### config.mk
export PLATFORM = sky130hd
export DESIGN_NAME = fbs_host_signals
export DESIGN_NICKNAME = d
export VERILOG_FILES = /design/src/rtl/fbs_pkg.sv /design/src/rtl/fbs_host_signals.sv
export SDC_FILE = /design/constraint.sdc
export NUM_CORES = 1
export LEC_CHECK = 0
export ABC_AREA = 0
export CAP_MARGIN = 20
export CORE_MARGIN = 2
export CORE_UTILIZATION = 45
export CTS_CLUSTER_DIAMETER = 40
export DETAILED_ROUTE_END_ITERATION = 7
export DONT_BUFFER_PORTS = 1
export GPL_TIMING_DRIVEN = 1
export SLEW_MARGIN = 40
export SYNTH_ARGS = -nofsm -noshare
export SYNTH_HDL_FRONTEND = slang
export SYNTH_SLANG_ARGS = --single-unit
### constraint.sdc
create_clock -name sys_clk -period 4.1 [get_ports sys_clk]
set_input_delay 0.82 -clock sys_clk [delete_from_list [all_inputs] [get_ports sys_clk]]
set_output_delay 0.82 -clock sys_clk [all_outputs]
set_load 0.05 [all_outputs]
### src/rtl/fbs_pkg.sv
// Package for the fieldbus slave host signal block
package fbs_pkg;
    localparam int unsigned IO_COUNT = 32;
    // Status input positions, counted from zero
    localparam int unsigned X_COMM_VALID = 1;
    localparam int unsigned X_TROUBLE_DONE = 2;
    localparam int unsigned X_FAULT = 3;
    localparam int unsigned X_SYNC_MODE = 5;
    localparam int unsigned X_SYNC_RECV = 6;
    // Request output positions
    localparam int unsigned Y_INPUT_REFRESH = 0;
    localparam int unsigned Y_TROUBLE_REQ = 2;
    localparam int unsigned Y_FAULT_CLEAR = 3;
    // Buffer memory word addresses
    localparam logic [11:0] ERROR_CODE_WORD_OFS = 12'h07f8;
    localparam logic [11:0] CURRENT_WATCHDOG_VALUE_OFS = 12'h08d1;
    localparam logic [15:0] ERROR_CODE_RST = 16'h0000;
    localparam logic [15:0] WATCHDOG_RST = 16'h0000;
    localparam logic [15:0] WATCHDOG_MAX = 16'hfde8;
    localparam logic [31:0] STATUS_RST = 32'h0000_0000;

    // Events reported by the network side
    typedef struct packed {
        logic link_ok;
        logic timeout;
        logic sync_cmd;
        logic unsync_cmd;
        logic trouble_sent;
        logic err_event;
        logic [15:0] err_code;
        logic wdt_load;
        logic [15:0] wdt_value;
    } fbs_net_t;

    typedef enum logic [1:0] {TN_IDLE, TN_BUSY, TN_DONE} fbs_tn_state_t;
endpackage

### src/rtl/fbs_host_signals.sv
// Host facing status and request bits of the fieldbus slave
// Behaviour
// - 32 status inputs, 32 request outputs, zero-based
// - Comm-valid rises once master exchange works
// - Output receive area updates while comm-valid
// - Comm-valid drops on communication time-out
// - Watchdog zero: no time-out, data held
// - Watchdog 1..65000 enables time-out detection
// - Current watchdog value readable in memory
// - Trouble-notify-done rises when notification finishes
// - Trouble request ignored while comm-valid low
// - Request release then done falls
// - Error sets fault flag and code
// - Fault cleared by clear request or reset
// - SYNC command sets sync-mode flag
// - UNSYNC, comm loss, reset clear sync-mode
// - SYNC lamp follows sync-mode flag
// - SYNC command sets sync-received flag
// - Further SYNC toggles sync-received, mode stays
// - Sync-received cleared when SYNC mode ends
// - Error reset zeroes the error code
// - Refresh low sends zero input data
`timescale 1ns/1ps
module fbs_host_signals
    import fbs_pkg::*;
(
    input wire logic sys_clk,
    input wire logic rstn,
    input wire logic [IO_COUNT-1:0] host_req,
    output logic [IO_COUNT-1:0] host_status,
    input wire fbs_net_t net_ev,
    output logic trouble_start,
    input wire logic [15:0] master_out_data,
    output logic [15:0] out_recv_data,
    input wire logic [15:0] in_send_data,
    output logic [15:0] master_in_data,
    output logic sync_lamp,
    input wire logic [11:0] bm_addr,
    output logic [15:0] bm_rdata
);
    // Host requests come from a foreign clock: three stages, act on agreement
    logic [2:0] s1_q, s2_q, s3_q, req_q;
    logic [2:0] s1_d, s2_d, s3_d, req_d;
    logic [2:0] raw;
    assign raw = {host_req[Y_FAULT_CLEAR], host_req[Y_TROUBLE_REQ], host_req[Y_INPUT_REFRESH]};
    always_comb begin
        s1_d = raw;
        s2_d = s1_q;
        s3_d = s2_q;
        req_d = req_q;
        for (int i = 0; i < 3; i++) begin
            if (s2_q[i] == s3_q[i]) begin
                req_d[i] = s3_q[i];
            end
        end
    end
    always_ff @(posedge sys_clk or negedge rstn) begin
        if (!rstn) begin
            s1_q <= 3'h0;
            s2_q <= 3'h0;
            s3_q <= 3'h0;
            req_q <= 3'h0;
        end else begin
            s1_q <= s1_d;
            s2_q <= s2_d;
            s3_q <= s3_d;
            req_q <= req_d;
        end
    end
    logic refresh_req, trouble_req, clear_req;
    assign refresh_req = req_q[0];
    assign trouble_req = req_q[1];
    assign clear_req = req_q[2];

    // Link and data state
    logic comm_q, comm_d;
    logic [15:0] wdt_q, wdt_d, recv_q, recv_d, send_q, send_d;
    logic fault_q, fault_d, smode_q, smode_d, srecv_q, srecv_d;
    logic [15:0] ecode_q, ecode_d;
    logic wdt_on;
    assign wdt_on = (wdt_q != 16'h0000) && (wdt_q <= WATCHDOG_MAX);

    always_comb begin
        comm_d = comm_q;
        wdt_d = wdt_q;
        recv_d = recv_q;
        send_d = 16'h0000;
        fault_d = fault_q;
        ecode_d = ecode_q;
        smode_d = smode_q;
        srecv_d = srecv_q;
        if (net_ev.wdt_load) begin
            wdt_d = net_ev.wdt_value;
        end
        if (net_ev.link_ok) begin
            comm_d = 1'b1;
        end
        // Time-out only counts when the watchdog is enabled
        if (net_ev.timeout && wdt_on) begin
            comm_d = 1'b0;
        end
        // Receive area tracks master only while valid, else held
        if (comm_q) begin
            recv_d = master_out_data;
        end
        // Zeros go out unless refresh is on and comm is valid
        if (comm_q && refresh_req) begin
            send_d = in_send_data;
        end
        // Clear first so a same-cycle error wins
        if (clear_req) begin
            fault_d = 1'b0;
            ecode_d = ERROR_CODE_RST;
        end
        if (net_ev.err_event) begin
            fault_d = 1'b1;
            ecode_d = net_ev.err_code;
        end
        // SYNC enters mode or toggles receive flag
        if (net_ev.sync_cmd) begin
            smode_d = 1'b1;
            srecv_d = smode_q ? ~srecv_q : 1'b1;
        end
        if (net_ev.unsync_cmd || !comm_d) begin
            smode_d = 1'b0;
            srecv_d = 1'b0;
        end
    end
    always_ff @(posedge sys_clk or negedge rstn) begin
        if (!rstn) begin
            comm_q <= 1'b0;
            wdt_q <= WATCHDOG_RST;
            recv_q <= 16'h0000;
            send_q <= 16'h0000;
            fault_q <= 1'b0;
            ecode_q <= ERROR_CODE_RST;
            smode_q <= 1'b0;
            srecv_q <= 1'b0;
        end else begin
            comm_q <= comm_d;
            wdt_q <= wdt_d;
            recv_q <= recv_d;
            send_q <= send_d;
            fault_q <= fault_d;
            ecode_q <= ecode_d;
            smode_q <= smode_d;
            srecv_q <= srecv_d;
        end
    end

    // Trouble notification four-phase handshake
    fbs_tn_state_t tn_q, tn_d;
    always_comb begin
        tn_d = tn_q;
        unique case (tn_q)
            TN_IDLE: begin
                // Request ignored without a valid link
                if (trouble_req && comm_q) begin
                    tn_d = TN_BUSY;
                end
            end
            TN_BUSY: begin
                // Done once the network reports it sent
                if (net_ev.trouble_sent) begin
                    tn_d = TN_DONE;
                end
            end
            TN_DONE: begin
                // Done holds until the host releases
                if (!trouble_req) begin
                    tn_d = TN_IDLE;
                end
            end
        endcase
    end
    always_ff @(posedge sys_clk or negedge rstn) begin
        if (!rstn) begin
            tn_q <= TN_IDLE;
        end else begin
            tn_q <= tn_d;
        end
    end
    assign trouble_start = (tn_q == TN_IDLE) && trouble_req && comm_q;

    // Status word, unused positions forced low
    logic [IO_COUNT-1:0] status_q, status_d;
    always_comb begin
        status_d = STATUS_RST;
        status_d[X_COMM_VALID] = comm_q;
        status_d[X_TROUBLE_DONE] = (tn_q == TN_DONE);
        status_d[X_FAULT] = fault_q;
        status_d[X_SYNC_MODE] = smode_q;
        status_d[X_SYNC_RECV] = srecv_q;
    end
    always_ff @(posedge sys_clk or negedge rstn) begin
        if (!rstn) begin
            status_q <= STATUS_RST;
        end else begin
            status_q <= status_d;
        end
    end
    assign host_status = status_q;
    // Lamp mirrors the same register as the flag
    assign sync_lamp = status_q[X_SYNC_MODE];
    assign out_recv_data = recv_q;
    assign master_in_data = send_q;

    // Buffer memory read port, other addresses read zero
    always_comb begin
        bm_rdata = 16'h0000;
        if (bm_addr == ERROR_CODE_WORD_OFS) begin
            bm_rdata = ecode_q;
        end else if (bm_addr == CURRENT_WATCHDOG_VALUE_OFS) begin
            bm_rdata = wdt_q;
        end
    end
endmodule

==> flow_summary.yaml, run 1 <==
timing:
  finalHoldViolCount: 0
  rsz0062_at_grt: "no"
  drv_slew: 0
  hold_slack_ps: 159
  setup_tns_ps: 0
  fin_crit_sh_pct: 77.4
  timing.fmax_mhz: 315
  fin_skew_ps: 6.93
  tightest_slew_ps: 711
  slew_headroom_pct: 52.6
  setup_viol: 0
  fin_crit_ps: 3170
global_route:
  grt_overflow: 0
  grtUsageTotal_pct: 16.5
  grt_pass1_vias: 2053
  antenna_found_initial: 0
  grt_pass1_wl_mm: 10.9
  grt_start_max_net_pins: 88
place:
  place_congestion: 0.777
  port_buffers: 0
  hpwl_mm: 4.90
power:
  cellPowerDensity_nw_per_um2: 510
  combPwrFrac_pct: 10.4
  swShare_pct: 32.3
  p_clk_share_pct: 30.1
  p_leak_nw: 1.73
  p_int_w: 0.00131
  irDropWorstVdd_mv: 0.240
  switchingPower_w: 0.000625
  pwr-share-seq_pct: 59.5
cts:
  clockRootBuffer: "clkbuf_8"
  insertion_delay_ps: 340
  post_cts_buffers: 0
  cts_buffers: 9
  post_cts_resized: 0
  clkSlewWorstSetupHoldPaths_ps: 90
  cts_buffer_depth: 2
  clock_sinks: 87
  h-tree-depth: 3
  holdBufCountCts: 0
  cts_tree: "built"
routing:
  drtAntennaViolNets: 0
  maxUsedRoutingLayer: "met4"
  dr_wl_met3_um: 573
  met1_length_mm: 3.05
  drc: 0
  dr.pass1.iters: 7
  route.final.wire_length_mm: 6.97
  drt-wirelength-per-cell_um: 17.9
  avgViaCountPerCell: 5.36
  wl_met2_mm: 3.24
  drtIter0Drc: 102
  dr_total_vias: 2085
synth:
  synthDistinctLibCells: 30
  ys_async_sr_fraction_pct: 100
  yosysWarnings: 0
  ys_seq_area_share_pct: 59.9
  synth_area_leader_cell: "dfrtp_1"
  synth_area_per_cell_um2: 12.7
  synth_xor_area_share_pct: 0
  synthSimpleGateAreaFrac_pct: 12.3
  muxShareOfSynthArea_pct: 10.2
  synthCells: 286
  synth_adder_area_share_pct: 2.20
  synth_top_area_share_pct: 59.9
  ys_top_cells_by_count: "dfrtp_1, mux2_2, buf_4"
  synth_area_um2: 3630
  synth_edf_count: 0
  synth_compound_area_share_pct: 7.44
  synth.area.top_cells: "dfrtp_1, mux2_2, buf_4, a22o_1, and3_1"
  synth_flop_cell: "dfrtp_1"
  yosysMostFrequentCell: "dfrtp_1"
  ys_ff_latch: 87
  synth_top_family_by_area: "simple AND/OR/NAND/NOR gates"
layout:
  fin_nets: 403
  drive_above_1_share_pct: 20.6
  area_growth_pct: 4.37
  antenna_cells: 0
floorplan:
  die_w_um: 93.9
  initial_utilization_pct: 46.8
  coreArea_um2: 7770
  die-area_um2: 8810
  die_y_um: 93.9
  io_pins: 199
  row_count: 32
run_status:
  status: "finished, final reports clean"
min_path:
  min_path_type: "in -> async"
setup_path:
  cp_slowest_cell: "a22o_1"
  path_delay_family: "simple AND/OR/NAND/NOR gates"
  crit_path_max_incr_delay_ps: 580
  crit_chain: "and4bb_2, nand4_1, nor2_2, a22o_1"
  cp_num_buf_inv: 0
  critPathLaunchType: "input pin"
  cp.required_ps: 3280
  cp-end-kind: "primary output"
  critPathKind: "in -> out"
  worstPathArrival_ps: 2350
  cp_max_fo: 16
flow_run:
  maxCapViolCount: 0
[power groups by stage]
stage | Clock (W) | Combinational [W] | Sequential (W)
final | 0.000583 | 0.000200 | 0.00115
after global routing | 0.000642 | 0.000223 | 0.00117
after CTS | 0.000610 | 0.000203 | 0.00115
after detailed placement | 0 | 0.000202 | 0.00117
after global placement | 0 | 0.000195 | 0.00117
after floorplan | 0 | 0.000215 | 0.00114
[stage by stage]
step / setup WS [ps] / util [%] / total power (W) / instances / area, um2
CTS: 917 / 48.8 / 0.00197 / 389 / 3790
global route: 847 / 48.8 / 0.00203 / 389 / 3790
floorplan: 1270 / - / 0.00135 / 312 / 3730
detailed placement: 919 / 46.3 / 0.00137 / 373 / 3590
finish: 929 / 48.8 / 0.00193 / 389 / 3790
global placement: 956 / 46.3 / 0.00136 / 373 / 3590
[placed cells by master, fill, tap and decap left out, types with 2 or more instances in the layout]
cell type,n
dfrtp_1,86
mux2_2,33
conb_1,27
nand2_1,18
and3_1,18
o21ai_0,17
a22o_1,16
nand2b_1,15
clkbuf_8,9
nand4_1,5
nor2_1,4
nor4_1,4
ha_1,4
inv_1,3
maj3_1,3
nor2_2,2
nand3_1,2
nor3b_2,2
clkinvlp_4,2
clkinv_2,2
[metal layers]
metal / up-vias / track usage (%)
li1: 930 / -
met1: 1044 / 21.9
met2: 104 / 24.5
met3: 7 / 5.22
met4: 0 / 7.97
met5: - / 0
[worst reg2reg max path: stages, from the launching register on]
cell	delay, ps
dfrtp_1	460
nor4_4	380
nor4_1	100
and3_1	190
o22a_2	220
nor3b_2	160
[sequential cells by signal (all words and copies together) (netlist names), 2 cells and up]
signal / flops
master_in_data: 16
s2_q: 3
req_q: 3
s3_q: 3
s1_q: 3
host_status: 5
ecode_q: 16
wdt_q: 16
tn_q: 2
out_recv_data: 16
[path summary, 6_finish.rpt]
kind | depth (start not counted) | start | to | slack [ps]
setup reg to reg | 5 | wdt_q[4]$_DFFE_PN0P_ | srecv_q$_DFFE_PN0P_ | 2480
setup / recovery | 4 | bm_addr[11] | bm_rdata[10] | 930
max in group asynchronous | 0 | rstn | host_status[5]$_DFF_PN0_ | 3780
min in group sys_clk | 0 | s1_q[1]$_DFF_PN0_ | s2_q[1]$_DFF_PN0_ | 350
hold / removal | 0 | rstn | ecode_q[14]$_DFFE_PN0P_ | 160
hold reg to reg | 0 | s1_q[1]$_DFF_PN0_ | s2_q[1]$_DFF_PN0_ | 350
[area by class of cell]
class                   count  area (um2)
repair buffers              1        7.51
flip-flops and latches     87        2180
inverters                   3        11.3
well taps                 102         128
clock inverters             7        72.6
clock buffers               9         124
fillers                   701        3980
multi-input cells         180        1270
[logic make-up after synthesis]
kind of cell / after synthesis
AO/OA/AOI/OAI: 38
adder cells (fa/ha/maj): 7
buffers and inverters: 45
flip-flops: 87
multiplexers: 33
other: 1
AND/OR/NAND/NOR: 75
No activity file was read; power rests on OpenSTA's default activity.
==> inputs of run 2 (changes only) <==
--- a/config.mk
+++ b/config.mk
@@ -5,7 +5,7 @@
 export SDC_FILE = /design/constraint.sdc
 export NUM_CORES = 1
 export LEC_CHECK = 0
-export ABC_AREA = 0
+export ABC_AREA = 1
 export CAP_MARGIN = 20
 export CORE_MARGIN = 2
 export CORE_UTILIZATION = 45
==> constraint.sdc (replaced) <==
create_clock -name sys_clk -period 2.9 [get_ports sys_clk]
set_input_delay 0.58 -clock sys_clk [delete_from_list [all_inputs] [get_ports sys_clk]]
set_output_delay 0.58 -clock sys_clk [all_outputs]
set_load 0.05 [all_outputs]
==> run 2 against run 1 <==
Net effect: utilization is 0.87 points higher; count of clock-buffer cells in the layout is 1 higher; register-to-register slack worse by 860 ps; area after synthesis is 3.5% higher; sequential power is 37% higher; first-iteration DRC count is 44% lower; wire length is 3.7% higher; setup slack worse by 420 ps; sequential share of layout area is 3.9 points lower.
==> flow_summary.yaml, run 2 <==
run_status:
  status: "finished, final reports clean"
routing:
  drc: 0
  route.final.wire_length_mm: 7.23
  dr_total_vias: 2433
  dr.pass1.iters: 4
  drt-wirelength-per-cell_um: 14.0
  avgViaCountPerCell: 4.71
  drtAntennaViolNets: 0
  drtIter0Drc: 57
cts:
  insertion_delay_ps: 350
  clock_sinks: 87
  post_cts_resized: 0
  post_cts_buffers: 0
  cts_buffers: 9
  clockRootBuffer: "clkbuf_8"
  clkSlewWorstSetupHoldPaths_ps: 90
  cts_tree: "built"
  h-tree-depth: 3
  cts_buffer_depth: 2
  holdBufCountCts: 1
synth:
  yosysWarnings: 0
  synth.area.top_cells: "dfrtp_1, nand2_1, buf_4, inv_1, nor2_1"
  ys_async_sr_fraction_pct: 100
  synthCells: 392
  synthDistinctLibCells: 31
  synth_area_um2: 3760
  ys_ff_latch: 87
  synth_area_leader_cell: "dfrtp_1"
  ys_seq_area_share_pct: 57.9
  synth_area_per_cell_um2: 9.59
  synth_flop_cell: "dfrtp_1"
  synth_edf_count: 0
  yosysMostFrequentCell: "nand2_1"
  synth_top_area_share_pct: 57.9
  ys_top_cells_by_count: "nand2_1, dfrtp_1, inv_1"
layout:
  n_fill_cell: 785
  final_cells: 517
  fin_nets: 528
  layout_common_cells: "nand2_1, dfrtp_1, inv_1, nor2_1, conb_1"
  final_area_um2: 4060
  drive_above_1_share_pct: 14.6
  final_common_cell: "nand2_1"
  area_growth_pct: 8.02
  antenna_cells: 0
place:
  place_inst: 500
  port_buffers: 0
  dpl_cell_area_um2: 3830
  place_congestion: 0.728
  hpwl_mm: 5.13
  place_ws_ps: 480
setup_path:
  cp_max_fo: 16
  cp_slowest_cell: "nand3_2"
  critPathLaunchType: "input pin"
  cp.required_ps: 2320
  crit_chain: "nor4b_2, nand3_2, o22ai_1, buf_4"
  path_delay_family: "simple AND/OR/NAND/NOR gates"
  crit_path_max_incr_delay_ps: 420
  rrSetupSlack_ps: 1620
  critPathKind: "in -> out"
  reg2reg_depth: 6
  timing.rr.end: "tn_q[1]$_DFFE_PN0P_"
  cp_num_buf_inv: 1
  worst_r2r_startpoint: "tn_q[1]$_DFFE_PN0P_"
  worstPathArrival_ps: 1810
  cp-end-kind: "primary output"
floorplan:
  die_w_um: 95.4
  initial_utilization_pct: 46.0
  die_y_um: 95.4
  row_count: 33
  die-area_um2: 9100
  coreArea_um2: 8180
  io_pins: 199
flow_run:
  maxCapViolCount: 0
timing:
  fin_crit_sh_pct: 82.6
  drv_slew: 0
  slew_headroom_pct: 41.5
  tightest_slew_ps: 879
  setup_viol: 0
  finalHoldViolCount: 0
  setup_ws_ps: 506
  timing.fmax_mhz: 418
  fin_skew_ps: 9.55
  fin_crit_ps: 2390
  rsz0062_at_grt: "no"
  setup_tns_ps: 0
global_route:
  grt_pass1_wl_mm: 10.8
  grtUsageTotal_pct: 15.9
  grt_pass1_vias: 2198
  grt_start_max_net_pins: 88
  antenna_found_initial: 0
  grt_overflow: 0
power:
  p_leak_nw: 2.10
  irDropWorstVdd_mv: 0.275
  cellPowerDensity_nw_per_um2: 687
min_path:
  min_path_type: "in -> async"
## run 2: cell families after synthesis
logic type,Yosys count,synth area share [%]
flip-flops,87,57.9
AND/OR/NAND/NOR,145,15.9
buffers and inverters,97,13.5
adder cells (fa/ha/maj),7,2.13
other,1,0.0997
AO/OA/AOI/OAI,55,10.5
## run 2: metrics by stage
stage | hold WS [ps] | utilization (%) | power (W)
floorplan | 284 | - | 0.00191
global placement | 286 | 46.8 | 0.00192
detailed placement | 286 | 46.8 | 0.00193
CTS | 138 | 49.7 | 0.00283
global route | 136 | 49.7 | 0.00295
finish | 90.8 | 49.7 | 0.00279
## run 2: worst max-delay path by stage
stage	startpoint	end	cells past startpoint	slack [ps]
6_report	bm_addr[1]	bm_rdata[1]	4	510
5_1_grt	bm_addr[11]	bm_rdata[1]	5	380
4_1_cts	bm_addr[1]	bm_rdata[1]	4	480
3_5_place_dp	bm_addr[1]	bm_rdata[1]	4	480
3_3_place_gp	bm_addr[9]	bm_rdata[1]	4	490
2_1_floorplan	bm_addr[9]	bm_rdata[0]	3	490
## run 2: layer usage
layer / vias to the layer above / share of wire, % / wire length (um) / GRT usage (%)
met2: 98 / 47 / 3380 / 24.6
met3: 5 / 8.6 / 620 / 6.09
met5: - / 0 / 0 / 0
met4: 0 / 1.1 / 81 / 5.00
met1: 1141 / 44 / 3150 / 20.6
li1: 1189 / - / - / -
## run 2: worst reg2reg max path: stages, from the launching register on
cell,delay [ps]
dfrtp_1,390
inv_1,120
ha_1,150
inv_1,30
o211ai_1,290
nor2_1,70
a21oi_1,140
## run 2: area by class of cell
type                            instances  area [um2]  area share (%)
Sequential cell                        87        2180            53.6
Multi-Input combinational cell        234        1170            28.9
Timing Repair Buffer                   19         163            4.00
Clock buffer                           10         138            3.39
Inverter                               56         210            5.17
Clock inverter                          6        68.8            1.69
Tap cell                              105         131            3.23
## run 2: power by group
| group | leakage (nW) | internal (W) | switching [W] |
|---|---|---|---|
| sequential | 1.09 | 0.00133 | 0.000250 |
| clock | 0.103 | 0.000426 | 0.000435 |
| combinational | 0.905 | 0.0000986 | 0.000256 |
